[src/hw/imc_pkg.sv]
// Constants for the input mapping and mode control block
package imc_pkg;
   localparam int          NUM_CH        = 8;
   localparam int          ADDR_W        = 4;
   // Register offsets
   localparam logic [3:0]  OFS_OUT_CTRL  = 4'h0;
   localparam logic [3:0]  OFS_MAP_A     = 4'h1;
   localparam logic [3:0]  OFS_MAP_B     = 4'h2;
   localparam logic [3:0]  OFS_IN_STAT   = 4'h3;
   localparam logic [3:0]  OFS_MODE      = 4'h4;
   // Default channels of the direct inputs
   localparam int          DEF_CH_A      = 2;
   localparam int          DEF_CH_B      = 3;
   // Reset values
   localparam logic [7:0]  OUT_CTRL_RST  = 8'h00;
   localparam logic [7:0]  MAP_A_RST     = 8'h04;
   localparam logic [7:0]  MAP_B_RST     = 8'h08;
   // Input status field positions
   localparam int          STAT_A_BIT    = 0;
   localparam int          STAT_B_BIT    = 1;
   // Operating modes
   typedef enum logic [1:0] {
      IMC_NORMAL,
      IMC_LIMP,
      IMC_SLEEP
   } imc_mode_t;
endpackage

[src/hw/imc_top.sv]
// Direct input mapping, channel drive and sleep or limp-home mode control
// What this block does
// - By default input a drives channel 2, input b drives channel 3.
// - Each input has its own programmable channel map register.
// - Channel drive is OR of output control bit and mapped inputs.
// - Input pin levels are readable in the input status monitor.
// - The input status monitor keeps tracking in limp-home mode.
// - Sleep pin low with any input high gives limp-home, default channels only.
// - Sleep pin low with all inputs low gives sleep mode.
// - While sleep pin is low, serial registers hold their defaults.
// - In sleep mode the undervoltage detector is disabled.
// - In sleep mode serial transfers are ignored and serial output floats.
`timescale 1ns/1ps
`default_nettype none
module imc_top #(
   parameter int NCH = imc_pkg::NUM_CH
) (
   input  wire logic                       clk,
   input  wire logic                       sys_rst,
   input  wire logic                       direct_input_a,
   input  wire logic                       direct_input_b,
   input  wire logic                       sleep_ctrl,
   input  wire logic [imc_pkg::ADDR_W-1:0] reg_addr,
   input  wire logic [7:0]                 reg_wdata,
   input  wire logic                       reg_wr,
   input  wire logic                       reg_rd,
   output logic      [7:0]                 reg_rdata,
   output logic      [NCH-1:0]             channel_drive,
   output logic      [1:0]                 op_mode,
   output logic                            uv_detect_en,
   output logic                            serial_enable,
   output logic                            so_oe
);
   import imc_pkg::*;

   logic [2:0]     sync_a_r;
   logic [2:0]     sync_b_r;
   logic [2:0]     sync_s_r;
   logic           in_a_r;
   logic           in_b_r;
   logic           idle_r;
   logic [NCH-1:0] out_ctrl_r;
   logic [NCH-1:0] map_a_r;
   logic [NCH-1:0] map_b_r;
   logic [NCH-1:0] drive_nxt;
   logic [NCH-1:0] def_a;
   logic [NCH-1:0] def_b;
   imc_mode_t      mode_r;
   imc_mode_t      mode_nxt;
   logic [7:0]     rdata_nxt;

   // Three-stage pin synchronisers; a level counts once stages two and three agree
   always_ff @(posedge clk) begin
      if (sys_rst) begin
         sync_a_r <= 3'h0;
         sync_b_r <= 3'h0;
         sync_s_r <= 3'h0;
      end else begin
         sync_a_r <= {sync_a_r[1:0], direct_input_a};
         sync_b_r <= {sync_b_r[1:0], direct_input_b};
         sync_s_r <= {sync_s_r[1:0], sleep_ctrl};
      end
   end

   // Filtered levels, updated only when the last two stages agree
   always_ff @(posedge clk) begin
      if (sys_rst) begin
         in_a_r <= 1'b0;
         in_b_r <= 1'b0;
         idle_r <= 1'b0;
      end else begin
         if (sync_a_r[1] == sync_a_r[2]) in_a_r <= sync_a_r[2];
         if (sync_b_r[1] == sync_b_r[2]) in_b_r <= sync_b_r[2];
         if (sync_s_r[1] == sync_s_r[2]) idle_r <= sync_s_r[2];
      end
   end

   // Mode decision from sleep pin and inputs
   always_comb begin
      if (idle_r) begin
         mode_nxt = IMC_NORMAL;
      end else if (in_a_r || in_b_r) begin
         mode_nxt = IMC_LIMP;
      end else begin
         mode_nxt = IMC_SLEEP;
      end
   end

   // Mode register; starts in sleep until the pins are seen
   always_ff @(posedge clk) begin
      if (sys_rst) begin
         mode_r <= IMC_SLEEP;
      end else begin
         mode_r <= mode_nxt;
      end
   end

   // Serial registers, held at defaults while the sleep pin is low
   always_ff @(posedge clk) begin
      if (sys_rst || !idle_r) begin
         out_ctrl_r <= NCH'(OUT_CTRL_RST);
         map_a_r    <= NCH'(MAP_A_RST);
         map_b_r    <= NCH'(MAP_B_RST);
      end else if (reg_wr) begin
         if (reg_addr == OFS_OUT_CTRL) begin
            out_ctrl_r <= reg_wdata[NCH-1:0];
         end else if (reg_addr == OFS_MAP_A) begin
            map_a_r <= reg_wdata[NCH-1:0];
         end else if (reg_addr == OFS_MAP_B) begin
            map_b_r <= reg_wdata[NCH-1:0];
         end
      end
   end

   // Default channel masks
   always_comb begin
      def_a = '0;
      def_b = '0;
      def_a[DEF_CH_A] = 1'b1;
      def_b[DEF_CH_B] = 1'b1;
   end

   // Per-channel drive: register bit OR mapped inputs; limp-home uses defaults only
   for (genvar ch = 0; ch < NCH; ch++) begin : g_ch
      always_comb begin
         if (mode_r == IMC_NORMAL) begin
            drive_nxt[ch] = out_ctrl_r[ch] | (in_a_r & map_a_r[ch]) | (in_b_r & map_b_r[ch]);
         end else if (mode_r == IMC_LIMP) begin
            drive_nxt[ch] = (in_a_r & def_a[ch]) | (in_b_r & def_b[ch]);
         end else begin
            drive_nxt[ch] = 1'b0;
         end
      end
   end

   // Channel drive outputs from flip-flops
   always_ff @(posedge clk) begin
      if (sys_rst) begin
         channel_drive <= '0;
      end else begin
         channel_drive <= drive_nxt;
      end
   end

   // Read mux; serial reads ignored in sleep, unmapped reads give zero
   always_comb begin
      rdata_nxt = 8'h00;
      if (mode_r == IMC_SLEEP) begin
         rdata_nxt = 8'h00;
      end else if (reg_addr == OFS_OUT_CTRL) begin
         rdata_nxt[NCH-1:0] = out_ctrl_r;
      end else if (reg_addr == OFS_MAP_A) begin
         rdata_nxt[NCH-1:0] = map_a_r;
      end else if (reg_addr == OFS_MAP_B) begin
         rdata_nxt[NCH-1:0] = map_b_r;
      end else if (reg_addr == OFS_IN_STAT) begin
         rdata_nxt[STAT_A_BIT] = in_a_r;
         rdata_nxt[STAT_B_BIT] = in_b_r;
      end else if (reg_addr == OFS_MODE) begin
         rdata_nxt[1:0] = mode_r;
      end
   end

   // Read data stands in the cycle after the strobe only
   always_ff @(posedge clk) begin
      if (sys_rst) begin
         reg_rdata <= 8'h00;
      end else if (reg_rd) begin
         reg_rdata <= rdata_nxt;
      end else begin
         reg_rdata <= 8'h00;
      end
   end

   // Status outputs tied to the mode
   always_ff @(posedge clk) begin
      if (sys_rst) begin
         op_mode       <= IMC_SLEEP;
         uv_detect_en  <= 1'b0;
         serial_enable <= 1'b0;
      end else begin
         op_mode       <= mode_nxt;
         uv_detect_en  <= (mode_nxt != IMC_SLEEP);
         serial_enable <= (mode_nxt != IMC_SLEEP);
      end
   end

   // Serial output enable, only while the serial side is live
   assign so_oe = serial_enable & reg_rd;
endmodule
`default_nettype wire

[config.mk]
export PLATFORM = sky130hd
export DESIGN_NAME = imc_top
export DESIGN_NICKNAME = d
export VERILOG_FILES = /design/src/hw/imc_pkg.sv /design/src/hw/imc_top.sv
export SDC_FILE = /design/constraint.sdc
export NUM_CORES = 1
export LEC_CHECK = 0
export ABC_CLOCK_PERIOD_IN_PS = 2550
export BUFFER_PORTS_ARGS = -buffer_cell sky130_fd_sc_hd__buf_4
export CORE_MARGIN = 3
export CORE_UTILIZATION = 45
export CTS_CLUSTER_SIZE = 16
export DETAILED_ROUTE_END_ITERATION = 6
export PLACE_DENSITY = 0.74
export SYNTH_ARGS = -nofsm -noshare
export SYNTH_HDL_FRONTEND = slang
export SYNTH_SLANG_ARGS = --single-unit
[constraint.sdc]
create_clock -name clk -period 2.55 [get_ports clk]
set_input_delay 0.3825 -clock clk [delete_from_list [all_inputs] [get_ports clk]]
set_output_delay 0.3825 -clock clk [all_outputs]
set_load 0.05 [all_outputs]
=== Word level (Yosys, flattened, before mapping) ===
Index checks and enable logic that the tools add are counted.

* Bits in registers: 55
* Logic and storage cells: 83
* Bits of input ports: 19

* Equal/unequal tests: 10
* Bitwise logic cells: 37
* Reduce and logical (&&, ||, !) cells: 10
* Multiplexer cells: 12

{| class="wikitable"
|+ Operators with widths
! cell !! count
|-
| 1-bit bitwise AND || 17
|-
| 8-bit 2-to-1 mux || 2
|-
| 1-bit bitwise OR || 16
|-
| 2-bit 2-to-1 mux || 5
|-
| 4-bit by 2-bit == test with 1-bit output (second input constant) || 2
|-
| 6-bit 2-to-1 mux || 1
|-
| 4-bit by 1-bit == test with 1-bit output (second input constant) || 1
|-
| 4-bit by 3-bit == test with 1-bit output (second input constant) || 1
|-
| 4-bit zero test || 1
|-
| 1-bit 2-to-1 mux || 4
|-
| 1-bit inverter || 4
|-
| 4-bit AND reduction || 1
|-
| 1-bit == test || 3
|-
| 3-bit AND reduction || 1
|-
| 3-bit OR reduction || 1
|-
| 2-bit by 1-bit == test with 1-bit output (second input constant) || 1
|-
| 2-bit == test (second input constant) || 1
|-
| 2-bit zero test || 1
|-
| 1-bit logical OR || 2
|-
| 2-bit inequality test (second input constant) || 1
|-
| 2-bit AND reduction || 1
|-
| 2-bit OR reduction || 1
|-
| 1-bit zero test || 1
|}

=== Logic depth before layout (Yosys ltp) ===
* Word-level depth: 6
* Mapped depth: 5

=== Least setup slack after synthesis ===
OpenSTA, ideal clock, no wires.

* Path kind: reg2reg
* Start: register op_mode[0] (netlist name)
* End: register reg_rdata[2]
* Arrival: 1569 ps
* Path slack: 908 ps
* Clock period less this slack: 1642 ps
* Stages on the path, launching flop included: 6
* Cell sequence: dfxtp_1 -> nand2b_1 -> nand3b_1 -> or3_1 -> buf_6 -> nor3_2

{| class="wikitable"
|+ RTL lines
! element !! line !! source
|-
| end signal, assigned || imc_top.sv:169 || <nowiki>reg_rdata <= rdata_nxt;</nowiki>
|-
| end, declared || imc_top.sv:27 || <nowiki>output logic [7:0] reg_rdata,</nowiki>
|}

==> summary.md <==
| Metric | Value |
|---|---|
| Die width | `74.1 um` |
| Total gr overflow | `0` |
| Clock Latency Late Sink | `0.30 ns` |
| Net Count, Synth | `239` |
| Post-CTS Setup Bufs | `0` |
| Setup violators final | `0` |
| IO Port Bufs | `39` |
| Post-route ant nets | `0` |
| Total inserted antenna cells | `0` |
| Hold Violations, Final | `0` |
| CTS tree | `done` |
| Drt drc | `0` |
| Total placed cells including tap cells | `298` |
| Area leader, netlist | `dfxtp_1` |
| Slew of the pin with the lowest slew margin | `0.930 ns` |
| Mapped cell area | `2080 um2` |
| CTS Buffer Depth | `2` |
| Post-DP HPWL | `2910 um` |
| Post-synth top area share | `0.528` |
| Period utilization | `0.633` |
| Max Slew Vio Count | `0` |
| Row Count | `24` |
| P&R area growth vs syn | `18.8%` |
| Die Ht | `74.1 um` |
| Core box area | `4410 um2` |
| Clock transition at path regs | `0.09 ns` |
| CTS Sinks | `55` |
| Max VDD drop | `0.267 mV` |
| Drt wl/cell | `14.2 um` |
| Die area | `5480 um2` |
| Status | `finished clean` |
| CP Capture Type | `register` |
| Synth area leaders | `dfxtp_1 53%, mux2i_1 11%, nor2_1 7.6%` |
| Setup TNS | `0 ns` |
| Syn Area/Cell | `9.47 um2` |
| Synth warn | `0` |
| 1st-pass router iterations | `4` |
| Via/cell ratio | `5.28` |
| Root Driver | `clkbuf_8` |
| PwrDens | `588 nW/um2` |
| Largest net degree at the start of global routing | `25` |
| Max cap viols | `0` |
| Register area share after synthesis | `0.528` |
| Total track usage | `0.164` |
| Finished Layout Cells | `306` |
| CTS Buf Count | `5` |
| Max transition margin | `0.380` |
| I/O pin count | `40` |
| Fillers | `388` |
| Final Critical Period | `1.62 ns` |
| Final #Nets | `272` |
| Hold Path Class | `input port to register` |
| Global-route wire length before repair | `6830 um` |
| Crit start category | `register` |
| Hold buffer count at cts | `0` |
| Setup CP Type | `register to register` |
| Vias in the first global route | `1,490` |
| Critical Path AT | `1.84 ns` |
| H-tree depth | `2` |
| Final wirelength | `4350 um` |
| Synth cell types | `32` |
| Vias after detailed routing | `1,615` |
| WP data required | `2.78 ns` |
| Clk_skew | `0.00491 ns` |
| Initial Util | `0.472` |
| Layout cells sized above 1 | `0.213` |
| Leakage power | `1.09 nW` |
| Violation count after the first detailed-route iteration | `145` |
| RSZ-0062 raised after global routing | `false` |
| Fmax | `0.619 GHz` |
| Post-CTS resize count | `0` |
| Final Wtd Congestion | `0.842` |
| CP Max Fanout | `8` |
| Syn Inst Count | `220` |
| Initial antenna violation count | `0` |
| Synthesis-stage register bit count | `55` |
## sequential cells by signal, summed over array words and instances (netlist names)
register	cells
channel_drive	8
idle_r	1
in_a_r	1
in_b_r	1
map_a_r	8
map_b_r	8
op_mode	2
out_ctrl_r	8
reg_rdata	8
serial_enable	1
sync_a_r	3
sync_b_r	3
sync_s_r	3
## worst max-delay path, cell delays in order (launching register included)
cell and delay (ns):
dfxtp_1 0.49, nand2b_1 0.15, nand3b_1 0.12, or3_1 0.51, nor3_2 0.26
## synthesized netlist by cell type (all sizes together)
| cell type | count |
|---|---|
| nand2b | 2 |
| nand3 | 3 |
| a22oi | 2 |
| nor2 | 43 |
| nand4b | 1 |
| nand4 | 1 |
| o221ai | 1 |
| a221oi | 6 |
| nor3 | 11 |
| and2b | 2 |
| o21a | 2 |
| or3 | 2 |
| a21oi | 15 |
| dfxtp | 55 |
| mux2i | 22 |
| a22o | 2 |
| clkbuf | 7 |
| a211o | 2 |
| buf | 6 |
| inv | 10 |
| and2 | 1 |
| o21ai | 8 |
| nand3b | 1 |
| nor2b | 11 |
| nand2 | 4 |
## routing by layer
layer | global-route usage | vias to the layer above | wire (um)
met5 | 0 | - | 0
met4 | 0.0724 | 0 | 87
met3 | 0.0405 | 7 | 231
met2 | 0.254 | 36 | 2060
met1 | 0.216 | 764 | 1980
li1 | - | 808 | -
## worst paths after layout
kind / start / end / slack, ns / depth (start not counted)
setup / recovery: op_mode[0] / reg_rdata[3] / 0.93 / 4
hold reg to reg: sync_b_r[0] / sync_b_r[1] / 0.45 / 1
setup reg to reg: op_mode[0] / reg_rdata[3] / 0.93 / 4
hold / removal: direct_input_a / sync_a_r[0] / 0.28 / 2
## cell families after synthesis
| logic type | synth area share |
|---|---|
| and+or+nand+nor | 0.201 |
| muxes | 0.106 |
| DFF | 0.528 |
| buffers and inverters | 0.0492 |
| AOI/OAI and AO/OA | 0.116 |
## layout by cell type (no fill, tap or decap)
cell,instances
or3_2,1
a22o_1,2
or3_1,1
nand4_2,1
a22oi_1,2
o21ai_0,8
a221oi_1,6
nand2b_1,2
o221ai_1,1
nor2_2,1
dfxtp_1,55
nor3_2,5
nand2_1,4
and2b_1,2
nor2b_1,11
buf_4,39
a21oi_1,15
clkbuf_8,7
nand3_1,3
o21a_1,2
a211o_1,2
and2_1,1
clkbuf_1,1
nor2_1,42
inv_1,10
mux2i_1,22
nand4b_1,1
nor3_1,6
nand3b_1,1
## power breakdown
| group | total (W) | internal (W) | switching, W |
|---|---|---|---|
| registers | 0.000867 | 0.000864 | 0.00000289 |
| clock network | 0.000515 | 0.000248 | 0.000266 |
| logic | 0.0000754 | 0.0000351 | 0.0000403 |
| total | 0.00146 | 0.00115 | 0.000309 |
## stage by stage
stage               setup slack (ns)  total power, W  hold WS, ns   util  instance area [um2]
finish                         0.935         0.00146        0.285  0.561                 2480
global route                   0.846         0.00150        0.281  0.561                 2480
CTS                            0.930         0.00146        0.285  0.561                 2480
detailed placement             0.748        0.000962        0.430  0.539                 2380
global placement               0.754        0.000961        0.421  0.539                 2380
floorplan                      0.908        0.000926        0.414      -                 2080
## layout make-up
class,instances,area (um2),area share
Sequential cell,55,1100,0.444
Timing Repair Buffer,39,293,0.118
Multi-Input combinational cell,142,881,0.356
Inverter,10,37.5,0.0152
Tap cell,52,65.1,0.0263
Clock buffer,8,100,0.0404
No activity file was read; power rests on OpenSTA's default activity.
